[src/design/qbp_map.svh]
// Address map, reset values and timing counts for the port latch block
`ifndef QBP_MAP_SVH
`define QBP_MAP_SVH
`define QBP_ADDR_PORT0 8'h80
`define QBP_ADDR_PORT1 8'h90
`define QBP_ADDR_PORT2 8'hA0
`define QBP_ADDR_PORT3 8'hB0
`define QBP_ADDR_PORT4 8'hC0
`define QBP_LATCH_RST 8'hFF
`define QBP_FULL_MASK 8'hFF
`define QBP_PORT4_MASK 8'h03
`define QBP_NPORT 5
`define QBP_PIN_W 34
`define QBP_BOOST_CYC 2
`endif

[src/design/qbp_pkg.sv]
// Shared types and helpers for the port latch block
`include "qbp_map.svh"
`default_nettype none
package qbp_pkg;
    typedef logic [7:0] qbp_byte_t;
    typedef enum logic [5:0] {
        QBP_SEL_NONE = 6'h01,
        QBP_SEL_PORT0 = 6'h02,
        QBP_SEL_PORT1 = 6'h04,
        QBP_SEL_PORT2 = 6'h08,
        QBP_SEL_PORT3 = 6'h10,
        QBP_SEL_PORT4 = 6'h20
    } qbp_sel_t;

    function automatic qbp_sel_t qbp_decode(input logic [7:0] addr);
        case (addr)
            `QBP_ADDR_PORT0: return QBP_SEL_PORT0;
            `QBP_ADDR_PORT1: return QBP_SEL_PORT1;
            `QBP_ADDR_PORT2: return QBP_SEL_PORT2;
            `QBP_ADDR_PORT3: return QBP_SEL_PORT3;
            `QBP_ADDR_PORT4: return QBP_SEL_PORT4;
            default: return QBP_SEL_NONE;
        endcase
    endfunction : qbp_decode

    function automatic qbp_byte_t qbp_bit_merge(input qbp_byte_t v, input logic [2:0] idx,
                                                input logic b);
        qbp_byte_t r;
        r = v;
        r[idx] = b;
        return r;
    endfunction : qbp_bit_merge
endpackage : qbp_pkg
`default_nettype wire

[src/design/qbp_pad_if.sv]
// Carrier between the port latch logic and one pad controller
`default_nettype none
interface qbp_pad_if #(
    parameter int W = 8
);
    logic [W-1:0] drv;
    logic bus_mode;
    logic [W-1:0] lvl;
    logic [W-1:0] out;
    logic [W-1:0] oe;
    logic [W-1:0] boost;
    logic [W-1:0] keeper;
    logic [W-1:0] trickle;
    modport ctl (output drv, output bus_mode, output lvl,
                 input out, input oe, input boost, input keeper, input trickle);
    modport pad (input drv, input bus_mode, input lvl,
                 output out, output oe, output boost, output keeper, output trickle);
endinterface : qbp_pad_if
`default_nettype wire

[src/design/qbp_pad_ctrl.sv]
// Pad driver control for one port: pull-down, pull-ups and boost timing
`include "qbp_map.svh"
`default_nettype none
module qbp_pad_ctrl
    import qbp_pkg::*;
#(
    parameter int W = 8,
    parameter bit QUASI = 1'b1,
    parameter bit STRONG_HI = 1'b0,
    parameter bit BUS_BOOST = 1'b0,
    parameter int BOOST_CYC = `QBP_BOOST_CYC
) (
    // clock and reset
    input wire logic sys_clk,
    input wire logic rst_n,
    // drive request in, pad controls out
    qbp_pad_if.pad pif
);
    localparam logic [1:0] CNT_LOAD = 2'(BOOST_CYC - 1);
    logic [W-1:0] prev_r, out_r, oe_r, boost_r, keeper_r, trickle_r;
    logic [1:0] cnt_r [W];
    logic [W-1:0] strong_hi;

    assign strong_hi = {W{STRONG_HI & pif.bus_mode}};

    // registered one edge after the latch, so pins move in the next instruction
    always_ff @(posedge sys_clk or negedge rst_n) begin
        if (!rst_n) begin
            out_r <= '0;
            oe_r <= '0;
            keeper_r <= '0;
            trickle_r <= '0;
        end else begin
            out_r <= pif.drv & strong_hi;
            oe_r <= ~pif.drv | strong_hi;
            keeper_r <= pif.drv & pif.lvl & {W{QUASI}};
            trickle_r <= pif.drv & {W{QUASI}};
        end
    end

    // prev_r resets high so the reset value itself never fires a boost
    always_ff @(posedge sys_clk or negedge rst_n) begin
        if (!rst_n) begin
            prev_r <= '1;
            boost_r <= '0;
            for (int i = 0; i < W; i++) begin
                cnt_r[i] <= 2'h0;
            end
        end else begin
            prev_r <= pif.drv;
            for (int i = 0; i < W; i++) begin
                if (QUASI && pif.drv[i] && !prev_r[i]) begin
                    cnt_r[i] <= CNT_LOAD;
                    boost_r[i] <= 1'b1;
                end else if (cnt_r[i] != 2'h0) begin
                    cnt_r[i] <= cnt_r[i] - 2'h1;
                    boost_r[i] <= 1'b1;
                end else begin
                    boost_r[i] <= BUS_BOOST & pif.bus_mode & pif.drv[i];
                end
            end
        end
    end

    assign pif.out = out_r;
    assign pif.oe = oe_r;
    assign pif.boost = boost_r;
    assign pif.keeper = keeper_r;
    assign pif.trickle = trickle_r;
endmodule : qbp_pad_ctrl
`default_nettype wire

[src/design/qbp_ports.sv]
// Port latch block: five port latches, core access and pad drive selection
`include "qbp_map.svh"
`default_nettype none

// Overview of operation
// - A latch-write strobe loads core write data into the addressed port latch.
// - A latch-read strobe returns the stored latch value, not the pin level.
// - A pin-read strobe returns the synchronised pin levels of the addressed port.
// - Each port line works as input or output independently of its neighbours.
// - Latch one releases the pull-down for input use; latch zero drives low.
// - Ports one, three and four follow the alternate output when latch is one.
// - In external memory cycles ports zero and two drive address/data, not latches.
// - Ports zero and two give no general-purpose output while driving the bus.
// - Port zero drives high only in bus cycles; otherwise it is open-drain.
// - Read-modify-write operations on a port read the latch, never the pin.
// - Bit writes read all eight latch bits and change only the addressed bit.
// - Reset sets every bit of every port latch to one.
// - Port zero floats as input; ports one to four pull up as input.
// - Latches update at the end of the cycle; pins follow one edge later.
// - A zero-to-one latch change on ports one to four boosts for two periods.
// - A one sensed at a quasi-bidirectional pin turns on the keeper pull-up.
// - On ports one to four the trickle pull-up is on whenever the pull-down is off.
// - Port two boost pull-up also helps logic-one outputs in bus cycles.
// - Port four has only two lines with internal pull-ups.
module qbp_ports
    import qbp_pkg::*;
(
    // clock and reset
    input wire logic sys_clk,
    input wire logic rst_n,
    // core register access
    input wire logic [7:0] sfr_addr,
    input wire logic [7:0] sfr_wdata,
    input wire logic sfr_wr,
    input wire logic sfr_bit_wr,
    input wire logic [2:0] sfr_bit_sel,
    input wire logic sfr_bit_val,
    input wire logic sfr_rd_latch,
    input wire logic sfr_rd_pin,
    output logic [7:0] sfr_rdata,
    output logic sfr_rvalid,
    // external memory bus
    input wire logic ext_cycle,
    input wire logic [7:0] ext_addr_data,
    input wire logic [7:0] ext_addr_hi,
    // alternate function outputs, idle high
    input wire logic [7:0] alt_port1,
    input wire logic [7:0] alt_port3,
    input wire logic [1:0] alt_port4,
    // port 0 pins
    input wire logic [7:0] port0_in,
    output logic [7:0] port0_out,
    output logic [7:0] port0_oe,
    // port 1 pins
    input wire logic [7:0] port1_in,
    output logic [7:0] port1_out,
    output logic [7:0] port1_oe,
    output logic [7:0] port1_transition_boost_pullup,
    output logic [7:0] port1_keeper_pullup,
    output logic [7:0] port1_trickle_pullup,
    // port 2 pins
    input wire logic [7:0] port2_in,
    output logic [7:0] port2_out,
    output logic [7:0] port2_oe,
    output logic [7:0] port2_transition_boost_pullup,
    output logic [7:0] port2_keeper_pullup,
    output logic [7:0] port2_trickle_pullup,
    // port 3 pins
    input wire logic [7:0] port3_in,
    output logic [7:0] port3_out,
    output logic [7:0] port3_oe,
    output logic [7:0] port3_transition_boost_pullup,
    output logic [7:0] port3_keeper_pullup,
    output logic [7:0] port3_trickle_pullup,
    // port 4 pins
    input wire logic [1:0] port4_in,
    output logic [1:0] port4_out,
    output logic [1:0] port4_oe,
    output logic [1:0] port4_transition_boost_pullup,
    output logic [1:0] port4_keeper_pullup,
    output logic [1:0] port4_trickle_pullup,
    // synchronised level of the CAN receive pin
    output logic can_receive_input
);
    // --------------------
    // address decode
    // --------------------
    qbp_sel_t sel;
    logic [2:0] sel_idx;
    logic sel_hit;
    qbp_byte_t lane_mask;
    qbp_byte_t port_latch_reg_r [`QBP_NPORT];
    qbp_byte_t cur_latch;
    qbp_byte_t byte_nxt;
    qbp_byte_t pin_byte;
    qbp_byte_t sfr_rdata_r;
    logic sfr_rvalid_r;
    logic [`QBP_PIN_W-1:0] pin_raw;
    logic [`QBP_PIN_W-1:0] pin_s;
    logic [7:0] drv0, drv1, drv2, drv3;
    logic [1:0] drv4;

    assign sel = qbp_decode(sfr_addr);

    always_comb begin
        sel_hit = 1'b1;
        case (sel)
            QBP_SEL_PORT0: sel_idx = 3'h0;
            QBP_SEL_PORT1: sel_idx = 3'h1;
            QBP_SEL_PORT2: sel_idx = 3'h2;
            QBP_SEL_PORT3: sel_idx = 3'h3;
            QBP_SEL_PORT4: sel_idx = 3'h4;
            default: begin
                sel_idx = 3'h0;
                sel_hit = 1'b0;
            end
        endcase
    end

    // port four keeps two lines; its upper bits are absent and read zero
    assign lane_mask = (sel_idx == 3'h4) ? `QBP_PORT4_MASK : `QBP_FULL_MASK;
    assign cur_latch = port_latch_reg_r[sel_idx] & lane_mask;

    // --------------------
    // latch update
    // --------------------
    always_comb begin
        byte_nxt = cur_latch;
        if (sfr_wr) begin
            byte_nxt = sfr_wdata & lane_mask;
        end else if (sfr_bit_wr) begin
            byte_nxt = qbp_bit_merge(cur_latch, sfr_bit_sel, sfr_bit_val);
        end
    end

    always_ff @(posedge sys_clk or negedge rst_n) begin
        if (!rst_n) begin
            for (int i = 0; i < `QBP_NPORT; i++) begin
                port_latch_reg_r[i] <= `QBP_LATCH_RST;
            end
        end else if (sel_hit && (sfr_wr || sfr_bit_wr)) begin
            port_latch_reg_r[sel_idx] <= byte_nxt;
        end
    end

    // --------------------
    // read path
    // --------------------
    always_comb begin
        case (sel_idx)
            3'h0: pin_byte = pin_s[7:0];
            3'h1: pin_byte = pin_s[15:8];
            3'h2: pin_byte = pin_s[23:16];
            3'h3: pin_byte = pin_s[31:24];
            3'h4: pin_byte = {6'h00, pin_s[33:32]};
            default: pin_byte = 8'h00;
        endcase
    end

    // read data holds until the next read; unmapped addresses answer zero
    always_ff @(posedge sys_clk or negedge rst_n) begin
        if (!rst_n) begin
            sfr_rdata_r <= 8'h00;
        end else if (sfr_rd_latch) begin
            sfr_rdata_r <= sel_hit ? cur_latch : 8'h00;
        end else if (sfr_rd_pin) begin
            sfr_rdata_r <= sel_hit ? pin_byte : 8'h00;
        end
    end

    always_ff @(posedge sys_clk or negedge rst_n) begin
        if (!rst_n) begin
            sfr_rvalid_r <= 1'b0;
        end else begin
            sfr_rvalid_r <= sfr_rd_latch | sfr_rd_pin;
        end
    end

    assign sfr_rdata = sfr_rdata_r;
    assign sfr_rvalid = sfr_rvalid_r;

    // --------------------
    // pin drive selection
    // --------------------
    // the latch is still written in bus cycles but has no effect until they end
    assign drv0 = ext_cycle ? ext_addr_data : port_latch_reg_r[0];
    assign drv1 = port_latch_reg_r[1] & alt_port1;
    assign drv2 = ext_cycle ? ext_addr_hi : port_latch_reg_r[2];
    assign drv3 = port_latch_reg_r[3] & alt_port3;
    // the receive line only floats for the CAN input with its latch bit at one
    assign drv4 = port_latch_reg_r[4][1:0] & alt_port4;

    assign pin_raw = {port4_in, port3_in, port2_in, port1_in, port0_in};

    qbp_sync #(
        .W(`QBP_PIN_W)
    ) u_sync (
        .sys_clk(sys_clk),
        .rst_n(rst_n),
        .d(pin_raw),
        .q(pin_s)
    );

    assign can_receive_input = pin_s[33];

    // --------------------
    // pad controllers
    // --------------------
    qbp_pad_if #(.W(8)) pif0 ();
    qbp_pad_if #(.W(8)) pif1 ();
    qbp_pad_if #(.W(8)) pif2 ();
    qbp_pad_if #(.W(8)) pif3 ();
    qbp_pad_if #(.W(2)) pif4 ();

    assign pif0.drv = drv0;
    assign pif1.drv = drv1;
    assign pif2.drv = drv2;
    assign pif3.drv = drv3;
    assign pif4.drv = drv4;
    assign pif0.bus_mode = ext_cycle;
    assign pif1.bus_mode = 1'b0;
    assign pif2.bus_mode = ext_cycle;
    assign pif3.bus_mode = 1'b0;
    assign pif4.bus_mode = 1'b0;
    assign pif0.lvl = pin_s[7:0];
    assign pif1.lvl = pin_s[15:8];
    assign pif2.lvl = pin_s[23:16];
    assign pif3.lvl = pin_s[31:24];
    assign pif4.lvl = pin_s[33:32];

    // port zero: no pull-ups, strong high only on the bus
    qbp_pad_ctrl #(
        .W(8),
        .QUASI(1'b0),
        .STRONG_HI(1'b1),
        .BUS_BOOST(1'b0),
        .BOOST_CYC(`QBP_BOOST_CYC)
    ) u_pad0 (
        .sys_clk(sys_clk),
        .rst_n(rst_n),
        .pif(pif0)
    );

    qbp_pad_ctrl #(
        .W(8),
        .QUASI(1'b1),
        .STRONG_HI(1'b0),
        .BUS_BOOST(1'b0),
        .BOOST_CYC(`QBP_BOOST_CYC)
    ) u_pad1 (
        .sys_clk(sys_clk),
        .rst_n(rst_n),
        .pif(pif1)
    );

    qbp_pad_ctrl #(
        .W(8),
        .QUASI(1'b1),
        .STRONG_HI(1'b0),
        .BUS_BOOST(1'b1),
        .BOOST_CYC(`QBP_BOOST_CYC)
    ) u_pad2 (
        .sys_clk(sys_clk),
        .rst_n(rst_n),
        .pif(pif2)
    );

    qbp_pad_ctrl #(
        .W(8),
        .QUASI(1'b1),
        .STRONG_HI(1'b0),
        .BUS_BOOST(1'b0),
        .BOOST_CYC(`QBP_BOOST_CYC)
    ) u_pad3 (
        .sys_clk(sys_clk),
        .rst_n(rst_n),
        .pif(pif3)
    );

    qbp_pad_ctrl #(
        .W(2),
        .QUASI(1'b1),
        .STRONG_HI(1'b0),
        .BUS_BOOST(1'b0),
        .BOOST_CYC(`QBP_BOOST_CYC)
    ) u_pad4 (
        .sys_clk(sys_clk),
        .rst_n(rst_n),
        .pif(pif4)
    );

    assign port0_out = pif0.out;
    assign port0_oe = pif0.oe;
    assign port1_out = pif1.out;
    assign port1_oe = pif1.oe;
    assign port1_transition_boost_pullup = pif1.boost;
    assign port1_keeper_pullup = pif1.keeper;
    assign port1_trickle_pullup = pif1.trickle;
    assign port2_out = pif2.out;
    assign port2_oe = pif2.oe;
    assign port2_transition_boost_pullup = pif2.boost;
    assign port2_keeper_pullup = pif2.keeper;
    assign port2_trickle_pullup = pif2.trickle;
    assign port3_out = pif3.out;
    assign port3_oe = pif3.oe;
    assign port3_transition_boost_pullup = pif3.boost;
    assign port3_keeper_pullup = pif3.keeper;
    assign port3_trickle_pullup = pif3.trickle;
    assign port4_out = pif4.out;
    assign port4_oe = pif4.oe;
    assign port4_transition_boost_pullup = pif4.boost;
    assign port4_keeper_pullup = pif4.keeper;
    assign port4_trickle_pullup = pif4.trickle;

    logic chk_first_r;
    always_ff @(posedge sys_clk or negedge rst_n) begin
        if (!rst_n) begin
            chk_first_r <= 1'b1;
        end else begin
            chk_first_r <= 1'b0;
        end
    end
endmodule : qbp_ports
`default_nettype wire

[src/design/qbp_sync.sv]
// Two-flop synchroniser for the port pin levels
`default_nettype none
module qbp_sync #(
    parameter int W = 8
) (
    // clock and reset
    input wire logic sys_clk,
    input wire logic rst_n,
    // raw pin levels in, synchronised levels out
    input wire logic [W-1:0] d,
    output logic [W-1:0] q
);
    logic [W-1:0] meta_r;
    logic [W-1:0] sync_r;

    always_ff @(posedge sys_clk or negedge rst_n) begin
        if (!rst_n) begin
            meta_r <= '0;
            sync_r <= '0;
        end else begin
            meta_r <= d;
            sync_r <= meta_r;
        end
    end

    assign q = sync_r;
endmodule : qbp_sync
`default_nettype wire

[config.mk]
export PLATFORM = sky130hd
export DESIGN_NAME = qbp_ports
export DESIGN_NICKNAME = d
export VERILOG_FILES = /design/src/design/qbp_pkg.sv /design/src/design/qbp_pad_if.sv /design/src/design/qbp_pad_ctrl.sv /design/src/design/qbp_ports.sv /design/src/design/qbp_sync.sv
export VERILOG_INCLUDE_DIRS = /design/src /design/src/design
export SDC_FILE = /design/constraint.sdc
export NUM_CORES = 1
export LEC_CHECK = 0
export BUFFER_PORTS_ARGS = -buffer_cell sky130_fd_sc_hd__buf_2
export CORE_MARGIN = 1
export CORE_UTILIZATION = 56
export CTS_BUF_LIST = sky130_fd_sc_hd__clkbuf_4 sky130_fd_sc_hd__clkbuf_8
export DETAILED_ROUTE_END_ITERATION = 8
export PLACE_DENSITY = 0.81
export SETUP_SLACK_MARGIN = 0.4
export SLEW_MARGIN = 20
export SYNTH_ARGS = -nofsm -noshare
export SYNTH_HDL_FRONTEND = slang
export SYNTH_SLANG_ARGS = --single-unit
export TNS_END_PERCENT = 30
[constraint.sdc]
create_clock -name sys_clk -period 2.32 [get_ports sys_clk]
set_input_delay 0.464 -clock sys_clk [delete_from_list [all_inputs] [get_ports sys_clk]]
set_output_delay 0.464 -clock sys_clk [all_outputs]
set_load 0.05 [all_outputs]
After elaboration in Yosys (flattened, before gate mapping)
Cells that the tools add are included.

cells by class
  $add $sub $neg = 26
  mux-type cells = 126
  order comparisons = 4
  reductions and logical operators = 111
  bitwise gates (word level) = 26
  eq/ne operators = 14

operators by type and width
  operator             count
  $reduce_bool 2->1    53
  $mux 2               52
  $mux 8               12
  $and 8x8->8          8
  $mux 1               54
  $sub 2x1->2 const B  26
  $bwmux 40            1
  $eq 8x8->1 const B   5
  $pmux 8 s5           1
  $not 8->8            4
  $pmux 6 s5           1
  $logic_and 1x1->1    29
  $logic_not 1->1      26
  $bmux 8 s3           1
  $demux 8 s3          1
  $pmux 3 s4           1
  $and 1x1->1          8
  $bwmux 8             1
  $or 8x8->8           1
  $eq 3x2->1 const B   2
  $eq 6x2->1 const B   1
  $eq 6x3->1 const B   1
  $eq 6x4->1 const B   1
  $eq 6x5->1 const B   1
  other kinds (15)     16

storage, ports and cells
  register bits = 315
  input port bits = 95
  logic and storage cells = 364
  output and inout bits = 156

Logic depth before layout (Yosys ltp)
Gate-level depths: netlist of run 1.

  word-level depth = 13
  gate-level depth with buffers = 7
  mapped depth without buffers = 5

Cells and area by module
From an unflattened synthesis of run 1, not the netlist that was laid out.

unflattened totals
  cells, all modules = 1094
  area, all modules = 13197.7 sq um

modules (own cells, without submodules)
  module                      cells each  area each (sq um)  times used  sequential area each (sq um)
  qbp_pad_ctrl at u_pad1 ...  161         2035.7             2           1411.4
  qbp_ports                   372         3236.9             1           1118.6
  qbp_pad_ctrl at u_pad2      161         2109.5             1           1411.4
  qbp_sync                    68          1701.6             1           1701.6
  qbp_pad_ctrl at u_pad0      130         1566.5             1           1001.0
  qbp_pad_ctrl at u_pad4      41          511.7              1           352.8

Worst setup path before layout of run 1
Ideal clock, no wire load.

  path type = in2reg
  from = input port sfr_addr[6]
  to = register port_latch_reg_r[15] (netlist name)
  required time = 2.238 ns
  path buffers = 1
  stages on the path = 6
  setup time = 0.082 ns
  arrival = 1.955 ns
  setup slack = 0.283 ns
  cells stage by stage = buf_2 -> or4b_4 -> nor2_2 -> a221o_1 -> o41ai_2 -> mux2_2

between the ends
  word-level cells in the longest chain between the ends = 13
  elaborated cells between the ends (all ways) = 32
  classes of those cells = order compare: 2; eq/ne: 11; mux: 13; bitwise: 3; reduce/logical: 3

ends and longest elaborated chain
  item                                       line                                text
  from (decl)                                qbp_ports.sv:32                     input wire logic [7:0] sfr_addr,
  $eq 8x8->1                                 qbp_pkg.sv:16                       case (addr)
  $pmux 6 s5 (*)                             qbp_pkg.sv:16
  $eq 6x6->1, or another cell as far along   qbp_ports.sv:107                    case (sel)
  $pmux 3 s4                                 qbp_ports.sv:107
  $not 3->4 (not written as such)            qbp_ports.sv:122, qbp_ports.sv:142
  $bmux 8 s3                                 qbp_ports.sv:122                    assign cur_latch = port_latch_reg_r[sel_idx] & lane_mask;
  $mux 8 (not written as such) (2 in a row)  qbp_ports.sv:122
  $and 8x8->8                                qbp_ports.sv:122
  $bwmux 8                                   qbp_pkg.sv:30                       r[idx] = b;
  $mux 8                                     qbp_ports.sv:131                    end else if (sfr_bit_wr) begin
  $mux 8                                     qbp_ports.sv:129                    if (sfr_wr) begin
  $bwmux 40                                  qbp_ports.sv:142                    port_latch_reg_r[sel_idx] <= byte_nxt;
  to (signal, indexed assignment)            qbp_ports.sv:139                    port_latch_reg_r[i] <= `QBP_LATCH_RST;
  to (signal, indexed assignment)            qbp_ports.sv:142
  to (decl)                                  qbp_ports.sv:92                     qbp_byte_t port_latch_reg_r [`QBP_NPORT];

Mark *: on every way between the ends. The rest lies on a longest branch, timed or not. The select of a mux whose other input is x is not followed.
A chain may end at the register's enable or synchronous reset.

Final worst setup path of run 1
  from = register port_latch_reg_r[20] (netlist name)
  to = register port_latch_reg_r[12] (netlist name)

between the ends
  word-level cells in the longest chain between the ends = 8

ends and longest elaborated chain
  item                                           line
  $bmux 8 s3 (*)                                 qbp_ports.sv:122
  $mux 8 (not written as such) (*) (2 in a row)  qbp_ports.sv:122
  $and 8x8->8 (*)                                qbp_ports.sv:122
  $bwmux 8                                       qbp_pkg.sv:30
  $mux 8 (*)                                     qbp_ports.sv:131
  $mux 8 (*)                                     qbp_ports.sv:129
  $bwmux 40 (*)                                  qbp_ports.sv:142

Marked as above.

==> impl_metrics.csv, run 1 <==
group,metric,value,unit
setup_path,critPathKind,"reg -> reg",
setup_path,cp_slowest_stage_delay,0.58,ns
route,wire_per_inst,17.45,um
timing,finalCriticalPeriod,1.920,ns
timing,rsz0062_at_grt,"true",
layout,fin_nets,1429,
cts,cts_max_level,2,
layout,nFillCells,1456,
floorplan,rows,53,
synthesis,ys_ff_latch,309,
synthesis,yosysWarnings,0,
synthesis,synthXorXnorAreaFrac,0.01908,
route,drt_iter0_markers,464,
synthesis,syn_area,11940,um^2
layout,final_common_cell,"dfrtp_1",
power,power_density,1047,nW/um^2
timing,slew_headroom,0.4967,
cts,numCtsBuffers,49,
setup_path,path_cells,"nor4b_1, a31oi_1, or4b_4, o31ai_4, mux2_4",
power,clkPwrFrac,0.306,
outcome,status,"finished, final reports clean",
layout,seqCellArea,7807,um^2
layout,fin_cells,1623,
layout,area_delta_synth_final,25.75,%
layout,drive_above_1_share,0.3415,
power,p_seq_frac,0.432,
power,switching_share,0.3301,
global_route,grt_max_degree,81,
place,dpl_worst_slack,-0.05554,ns
cts,cts_tree,"yes",
synthesis,synth_cell_type_count,66,
cts,clock_latency,0.56,ns
route,dr.pass1.iters,5,
place,place_area,13590,um^2
power,power_leakage,7.334,nW
job,maxCapViolCount,0,
synthesis,syn_area_per_cell,12.08,um^2
layout,multi_input_area,3612,um^2
layout,postLayoutCellArea,15010,um^2
power,p_comb_frac,0.262,
synthesis,synth_edf_count,0,
setup_path,setup.worst_path.end_class,"flip-flop",
global_route,grt_pass1_wl,44840,um
hold_path,hold_path_class,"in -> reg",
synthesis,synth_compound_gate_area_share,0.09685,
timing,finalSetupViolCount,0,
setup_path,cp_slowest_cell,"dfstp_2",
floorplan,io_pins,251,
floorplan,dieArea,21910,um^2
synthesis,seq_area_frac_synth,0.6540,
route,drt_wl_total,28320,um
timing,setup_ws,0.4002,ns
route,dr_total_vias,8422,
route,viasPerCell,5.189,
setup_path,cp_max_fo,4,
global_route,antenna_found_initial,1,
timing,slew_viol_final,0,
cts,clock_sink_count,309,
floorplan,die_y,148.0,um
floorplan,die_w,148.0,um
timing,tightest_slew,0.7522,ns
synthesis,synth-adder-area-share,0.02725,
global_route,grt_pass1_vias,8667,
timing,setup_tns,0,ns
setup_path,cp.arrival,2.41,ns
cts,cts_buffer_depth,3,
synthesis,synthSimpleGateAreaFrac,0.1124,
synthesis,synth_top_family_by_area,"simple AND/OR/NAND/NOR gates",
global_route,gr-usage-all-layers,0.2674,
power,finalPower,15.71,mW
synthesis,synth_mux_area_frac,0.03375,
timing,final.period_utilization,0.8275,
power,ir_drop,0.0005892,V
power,power_switching,5.186,mW
cts,clockRootBuffer,"clkbuf_8",
global_route,overflow,0,
route,drc_errors,0,
synthesis,ys.flop_type,"dfrtp_1",
setup_path,required,2.81,ns
timing,hold_violations,0,
floorplan,core-area,20960,um^2
setup_path,cp-start-kind,"flip-flop",
place,portBuffers,224,
timing,max_freq,0.5209,GHz
place,hpwl,19850,um
timing,skew,0.009599,ns
cts,path_clk_slew,0.06,ns
layout,final_cell_mix,"dfrtp_1 (249), buf_2 (223), nor2_1 (106)",
floorplan,start_util,0.5697,
synthesis,async_flop_share,1.000,
place,place_inst,1499,
power,power.internal,10.53,mW
place,gp_congestion,0.9143,
route,ant_nets,0,
synthesis,syn-instance-count,988,
## power by group through the flow
stage,clock [mW],combinational (mW),sequential (mW)
after floorplan,0,2.14,7.69
after global placement,0,3.81,6.83
after detailed placement,0,4.05,6.87
after CTS,4.89,4.13,6.78
after global routing,5.16,4.63,6.87
final,4.81,4.12,6.79
## worst max-delay path, delay by kind of cell, from the launching register on
kind	cells	cell delay (ns)
AOI/OAI and AO/OA	2	0.48
muxes	1	0.20
and+or+nand+nor	2	0.61
DFF	1	0.58
## through the flow
stage | utilization | hold WS, ns
after floorplan | - | 0.1684
after global placement | 0.6484 | 0.3317
after detailed placement | 0.6484 | 0.3347
after CTS | 0.7141 | 0.0007161
after global routing | 0.7164 | 0.004233
final | 0.7164 | 0.02861
## per-layer routing
layer	track usage	vias up	wire length, um
li1	-	3935	-
met1	0.3428	4083	11410
met2	0.4462	335	14140
met3	0.05556	69	1884
met4	0.1072	0	885
met5	0	-	0
## path summary, 6_finish.rpt
kind	startpoint	to	slack, ns	cells past startpoint
setup / recovery	port_latch_reg_r[20]	port_latch_reg_r[12]	0.40	5
hold / removal	port2_in[6]	u_sync.meta_r[22]	0.03	1
setup reg to reg	port_latch_reg_r[20]	port_latch_reg_r[12]	0.40	5
hold reg to reg	u_sync.meta_r[3]	u_sync.q[3]	0.34	0
max in group asynchronous	rst_n	port_latch_reg_r[16]	1.06	3
min in group asynchronous	rst_n	u_pad2.cnt_r[8]	0.50	2
## Yosys cell counts, types with 4 or more instances
cell type | number | area, um^2
ha_1 | 26 | 325.3
o32ai_1 | 4 | 35.03
buf_4 | 28 | 210.2
dfstp_2 | 60 | 1577
inv_1 | 96 | 360.4
nand2_1 | 54 | 202.7
a32oi_1 | 4 | 35.03
o21ai_0 | 55 | 275.3
mux2_2 | 15 | 168.9
nand3_1 | 4 | 20.02
nor2b_1 | 18 | 112.6
clkbuf_1 | 9 | 33.78
a21oi_1 | 55 | 275.3
buf_2 | 13 | 65.06
a31oi_1 | 9 | 56.30
xor2_1 | 26 | 227.7
nand2b_1 | 13 | 81.33
nor3_1 | 7 | 35.03
and3_1 | 18 | 112.6
and2_1 | 11 | 68.82
o21a_1 | 9 | 67.56
dfrtp_1 | 249 | 6231
nand4_1 | 4 | 25.02
nor2_1 | 106 | 397.9
mux4_2 | 5 | 112.6
o311ai_0 | 8 | 70.07
o21ai_1 | 12 | 60.06
mux2i_1 | 11 | 110.1
## cells by family after synthesis
family / count (synthesis)
flops: 309
fa+ha+maj: 26
mux: 32
compound gates: 183
other cells: 1
buf+inv: 147
simple gates: 264
xor+xnor: 26
## registers in the layout, summed over array words and instances (netlist names), 16 cells and up
signal and flops:
port_latch_reg_r 34, u_pad1.cnt_r 16, u_pad2.cnt_r 16, u_pad3.cnt_r 16
u_sync.meta_r 34, u_sync.q 34
## repair_timing
| item | CTS | global route |
|---|---|---|
| pin swaps | 1 | 1 |
| gates resized for setup | 3 | 4 |
| endpoints found under the setup margin | 4 | 12 |
| hold endpoints to repair | 82 | 2 |
| hold buffers | 30 | 2 |
| buffers inserted | 1 | 0 |
## final cells by class
class,instances,area share
Antenna cell,1,0.0001667
Clock buffer,85,0.06668
Clock inverter,5,0.003501
Inverter,96,0.02400
Multi-Input combinational cell,557,0.2406
Sequential cell,309,0.5201
Tap cell,275,0.02292
Timing Repair Buffer,295,0.1220
Note: power is estimated with default switching activity, not from simulation.
==> run 2: changes to the inputs <==
--- a/config.mk
+++ b/config.mk
@@ -6,12 +6,13 @@
 export SDC_FILE = /design/constraint.sdc
 export NUM_CORES = 1
 export LEC_CHECK = 0
+export ABC_AREA = 1
 export BUFFER_PORTS_ARGS = -buffer_cell sky130_fd_sc_hd__buf_2
 export CORE_MARGIN = 1
 export CORE_UTILIZATION = 56
 export CTS_BUF_LIST = sky130_fd_sc_hd__clkbuf_4 sky130_fd_sc_hd__clkbuf_8
 export DETAILED_ROUTE_END_ITERATION = 8
-export PLACE_DENSITY = 0.81
+export PLACE_DENSITY = 0.82
 export SETUP_SLACK_MARGIN = 0.4
 export SLEW_MARGIN = 20
 export SYNTH_ARGS = -nofsm -noshare
==> constraint.sdc (replaced) <==
create_clock -name sys_clk -period 1.8 [get_ports sys_clk]
set_input_delay 0.36 -clock sys_clk [delete_from_list [all_inputs] [get_ports sys_clk]]
set_output_delay 0.36 -clock sys_clk [all_outputs]
set_load 0.05 [all_outputs]
==> run 2 against run 1 <==
Against the previous run: utilization grew 4.9 points; clock power grew 30%; via count rose by 4.3%; clock skew grew 0.018 ns; sequential power increased by 26%; synthesized cell count grew 11%; largest power group unchanged; highest routed layer is now met5.
==> impl_metrics.csv, run 2 <==
group,metric,value,unit
global_route,grt_use_met1,0.3455,
place,place_area,13340,um^2
setup_path,r2r_start,"port_latch_reg_r[21]",
place,dpl_worst_slack,-0.1561,ns
setup_path,cp.arrival,1.16,ns
timing,final.period_utilization,0.8431,
route,ant_nets,0,
route,dr.pass1.iters,5,
synthesis,syn_area,11560,um^2
timing,finalCriticalPeriod,1.518,ns
setup_path,cp-endpoint,"sfr_rdata[3]",
cts,path_clk_slew,0.06,ns
layout,area_delta_synth_final,34.05,%
setup_path,rr_endpoint,"port_latch_reg_r[37]",
timing,setup_ws,0.2825,ns
timing,hold_violations,0,
cts,numCtsBuffers,48,
cts,cts_tree,"yes",
timing,max_freq,0.6590,GHz
place,portBuffers,224,
route,drc_errors,0,
job,maxCapViolCount,0,
timing,finalSetupViolCount,0,
global_route,grt_pass1_wl,45580,um
power,ir_drop,0.0009586,V
layout,fin_nets,1581,
global_route,grt_util_met2,0.4785,
layout,drive_above_1_share,0.3278,
setup_path,critPathKind,"reg -> out",
timing,slew_viol_final,0,
synthesis,yosysTopAreaCell,"dfrtp_1",
layout,nFillCells,1283,
timing,skew,0.02770,ns
synthesis,seq_area_frac_synth,0.6754,
place,hpwl,20000,um
synthesis,synth_common_cells,"dfrtp_1 (249), nand2_1 (241), inv_1 (153), nor2_1 (122), o21ai_0 (72)",
power,finalPower,20.12,mW
setup_path,setup.worst_path.end_class,"output pin",
layout,postLayoutCellArea,15500,um^2
floorplan,dieArea,21220,um^2
setup_path,cp_slowest_cell,"dfrtp_1",
power,power_leakage,8.084,nW
global_route,use_met3,0.06708,
place,place_inst,1629,
setup_path,r2r_cells,8,
layout,final_util,0.7658,
cts,clock_sink_count,309,
route,wire_per_inst,16.61,um
synthesis,synth.top_cell.area_share,0.5390,
outcome,status,"finished, final reports clean",
layout,fin_cells,1769,
setup_path,required,1.44,ns
floorplan,io_pins,251,
route,viasPerCell,4.964,
setup_path,cp_max_fo,2,
layout,final_cell_mix,"dfrtp_1 (249), nand2_1 (220), inv_1 (145)",
global_route,overflow,0,
timing,rsz0062_at_grt,"true",
floorplan,core-area,20230,um^2
setup_path,cp_slowest_stage_delay,0.42,ns
synthesis,yosys-top-cells-area,"dfrtp_1 (54%), dfstp_2 (14%), nand2_1 (7.8%)",
global_route,grt_pass1_vias,9042,
synthesis,ys_ff_latch,309,
floorplan,die_y,145.7,um
synthesis,synth_edf_count,0,
layout,final_common_cell,"dfrtp_1",
route,drt_wl_total,29380,um
synthesis,async_flop_share,1.000,
route,drt_iter0_markers,572,
timing,worst_hold_slack,0.05986,ns
global_route,grt_max_degree,54,
cts,clock_latency,0.57,ns
setup_path,path_cells,"buf_6",
place,gp_congestion,0.9400,
route,dr_total_vias,8781,
synthesis,syn_area_per_cell,10.50,um^2
cts,clockRootBuffer,"clkbuf_8",
setup_path,startpoint,"sfr_rdata[3]",
setup_path,path_delay_family,"flip-flops",
synthesis,syn-instance-count,1101,
floorplan,die_w,145.7,um
cts,cts_max_level,2,
synthesis,synth.most_common_cell,"dfrtp_1",
hold_path,hold_path_class,"in -> reg",
floorplan,start_util,0.5713,
power,power_density,1298,nW/um^2
setup_path,cp-start-kind,"flip-flop",
timing,setup_tns,0,ns
synthesis,ys.flop_type,"dfrtp_1",
setup_path,reg2reg_slack,0.34,ns
synthesis,synth_cell_type_count,34,
setup_path,cp.depth,1,
global_route,gr-usage-all-layers,0.2772,
cts,cts_buffer_depth,3,
global_route,antenna_found_initial,3,
setup_path,critPathBufInv,1,
synthesis,yosysWarnings,0,
floorplan,rows,52,
global_route,busiest_layer,"met2",
run 2: layer usage:
| layer | vias to the layer above | wire length [um] |
|---|---|---|
| met5 | - | 10 |
| li1 | 4102 | - |
| met4 | 2 | 788 |
| met2 | 338 | 14860 |
| met1 | 4271 | 11650 |
| met3 | 68 | 2062 |
run 2: cells by family (layout without fill, tap and decap cells):
group           after synthesis  in the layout  synth area share
compound gates              121            122           0.05412
xor+xnor                      8              8          0.006062
fa+ha+maj                    26             26           0.02814
buf+inv                     196            567           0.07479
flops                       309            309            0.6754
other cells                   1             27         0.0003244
simple gates                440            440            0.1612
run 2: repair_timing:
action,in CTS,in global routing
gates resized for setup,94,140
setup buffers,2,5
endpoints found under the setup margin,154,188
gates cloned,0,1
hold buffers,43,0
endpoints found under the hold margin,74,0
pin swaps,7,19
run 2: how the worst min path moves through the flow:
| stage | start | to | slack, ns | depth (start not counted) |
|---|---|---|---|---|
| finish | alt_port3[6] | u_pad3.pif.oe[6] | 0.06 | 2 |
| global route | ext_addr_hi[7] | u_pad2.pif.boost[7] | 0.05 | 3 |
| CTS | alt_port3[6] | u_pad3.pif.oe[6] | 0.03 | 2 |
| detailed placement | rst_n | u_pad1.pif.oe[6] | 0.28 | 1 |
| global placement | rst_n | u_pad1.pif.trickle[6] | 0.28 | 1 |
| floorplan | rst_n | sfr_rdata[0] | 0.06 | 0 |
run 2: area by class of cell:
class	instances	area (um^2)	share of cell area
Sequential cell	309	7807	0.5038
Multi-Input combinational cell	622	3127	0.2018
Timing Repair Buffer	319	2534	0.1635
Clock buffer	80	982.2	0.06338
Inverter	160	635.6	0.04102
Tap cell	270	337.8	0.02180
Clock inverter	8	70.07	0.004522
Antenna cell	1	2.502	0.0001615
run 2: power by group:
part / internal (mW) / switching, mW
sequential: 8.07 / 0.481
clock: 3.58 / 2.65
combinational: 1.80 / 3.54
==> run 3: changes to the inputs <==
==> constraint.sdc (replaced) <==
create_clock -name sys_clk -period 1.4 [get_ports sys_clk]
set_input_delay 0.28 -clock sys_clk [delete_from_list [all_inputs] [get_ports sys_clk]]
set_output_delay 0.28 -clock sys_clk [all_outputs]
set_load 0.05 [all_outputs]
==> run 3 against run 2 <==
Against the previous run: the flow now finishes with violations (setup timing); global-route usage is 4.3 points higher; setup slack worse by 0.35 ns; cell count rose by 3.4%; critical path depth did not move; first-iteration DRC count is 31% higher; register-to-register slack lost 0.39 ns; utilization rose by 11 points; die area unchanged; critical path type unchanged; largest power group unchanged.
==> impl_metrics.csv, run 3 (synthesized netlist as in run 2, its figures left out) <==
group,metric,value,unit
outcome,status,"finished, violations left",
outcome,violations,"setup timing",
power,power_leakage,8.766,nW
job,maxCapViolCount,0,
route,drt_wl_total,36850,um
cts,path_clk_slew,0.07,ns
floorplan,die_w,145.7,um
layout,final_cell_mix,"dfrtp_1 (249), nand2_1 (174), buf_6 (160)",
cts,clock_sink_count,309,
layout,area_delta_synth_final,52.56,%
timing,setup_ws,-0.06668,ns
route,dr_total_vias,9714,
place,place_area,13630,um^2
timing,finalSetupViolCount,28,
timing,hold_violations,0,
floorplan,core-area,20230,um^2
setup_path,required,1.12,ns
timing,finalCriticalPeriod,1.467,ns
timing,skew,0.03186,ns
setup_path,path_delay_family,"flip-flops",
floorplan,start_util,0.5713,
cts,clockRootBuffer,"clkbuf_8",
route,ant_nets,0,
floorplan,die_y,145.7,um
route,route.met3.wl,2997,um
timing,final.period_utilization,1.048,
setup_path,critPathBufInv,1,
place,portBuffers,224,
layout,final_util,0.8716,
setup_path,cp_slowest_cell,"dfrtp_1",
route,drt_iter0_markers,747,
cts,cts_buffer_depth,3,
setup_path,setup.worst_path.end_class,"output pin",
setup_path,reg2reg_slack,-0.05,ns
setup_path,critPathKind,"reg -> out",
global_route,overflow,0,
route,wl_met1,13000,um
setup_path,r2r_cells,9,
cts,cts_tree,"yes",
setup_path,cp_slowest_stage_delay,0.42,ns
hold_path,min_path_cells,3,
layout,final_common_cell,"dfrtp_1",
layout,fin_nets,1643,
timing,slew_viol_final,0,
route,drc_errors,0,
power,ir_drop,0.001542,V
global_route,grt_pass1_wl,52270,um
floorplan,rows,52,
route,viasPerCell,5.308,
route,routed.top_layer,"met4",
cts,clock_latency,0.58,ns
floorplan,dieArea,21220,um^2
setup_path,path_cells,"buf_6",
setup_path,cp_max_fo,1,
setup_path,cp.arrival,1.19,ns
timing,max_freq,0.6818,GHz
layout,drive_above_1_share,0.4978,
global_route,gr-usage-all-layers,0.3200,
hold_path,hold_path_class,"in -> reg",
route,dr_wl_met2,19100,um
floorplan,io_pins,251,
route,dr.pass1.iters,6,
place,hpwl,20310,um
layout,postLayoutCellArea,17640,um^2
power,power_density,1656,nW/um^2
global_route,grt_max_degree,76,
place,gp_congestion,0.9778,
timing,rsz0062_at_grt,"true",
route,wire_per_inst,20.13,um
setup_path,cp.depth,1,
setup_path,cp-start-kind,"flip-flop",
global_route,grt_pass1_vias,10024,
cts,cts_max_level,2,
global_route,antenna_found_initial,0,
cts,numCtsBuffers,48,
## run 3: cell types whose count changed in the layout (fill, tap and decap cells not counted), moves of 33 or more
cell     delta
buf_6      +81
nor2_1     -59
o21ai_0    -57
buf_2      -52
inv_1      -51
inv_2      +46
nand2_1    -46
nor2_4     +33
## run 3: layer usage
layer  up-vias  track usage
li1       4222            -
met1      4787       0.3938
met2       553       0.5383
met3       152      0.07053
met4         0       0.1558
met5         -            0
## run 3: final cells by class
cell class	count	area, um^2
timing repair buffer	382	3513
multi-input combinational	621	4300
clock buffer	83	973.4
sequential	309	7807
inverter	160	655.6
fill	928	2599
antenna	1	2.502
clock inverter	4	45.04
tap	270	337.8
## run 3: stage by stage
step	hold slack, ns	cells	setup slack (ns)	TNS, ns	power (mW)
6_report	0.02397	1830	-0.06668	-0.5200	29.21
3_3_place_gp	0.1452	1664	-0.4150	-12.30	16.92
3_5_place_dp	0.1473	1664	-0.3961	-13.46	17.38
2_1_floorplan	-0.01559	1126	0.003364	0	15.64
4_1_cts	0.0003060	1813	-0.03275	-0.2526	26.89
5_1_grt	0.01615	1829	-0.1264	-2.176	30.54
## run 3: timing repair
| action | in CTS | in global routing |
|---|---|---|
| hold buffers | 58 | 1 |
| endpoints found under the setup margin | 271 | 254 |
| hold endpoints to repair | 214 | 1 |
| buffers inserted | 4 | 15 |
| resized for setup | 537 | 197 |
| pin swaps | 199 | 202 |
## run 3: path summary, 6_finish.rpt
check | end | start
max | port1_keeper_pullup[4] | u_pad1.pif.keeper[4]
min | u_pad1.pif.boost[1] | alt_port1[1]
max reg2reg | port_latch_reg_r[15] | port_latch_reg_r[39]
min reg2reg | u_sync.q[4] | u_sync.meta_r[4]
max in group asynchronous | port_latch_reg_r[13] | rst_n
min in group asynchronous | u_sync.meta_r[15] | rst_n
## run 3: where the power goes
| group | internal, mW | switching, mW | leakage (nW) |
|---|---|---|---|
| Combinational | 3.99 | 5.90 | 4.66 |
| Clock | 4.53 | 3.54 | 0.553 |
| Sequential | 10.4 | 0.867 | 3.55 |
| Total | 18.9 | 10.3 | 8.77 |
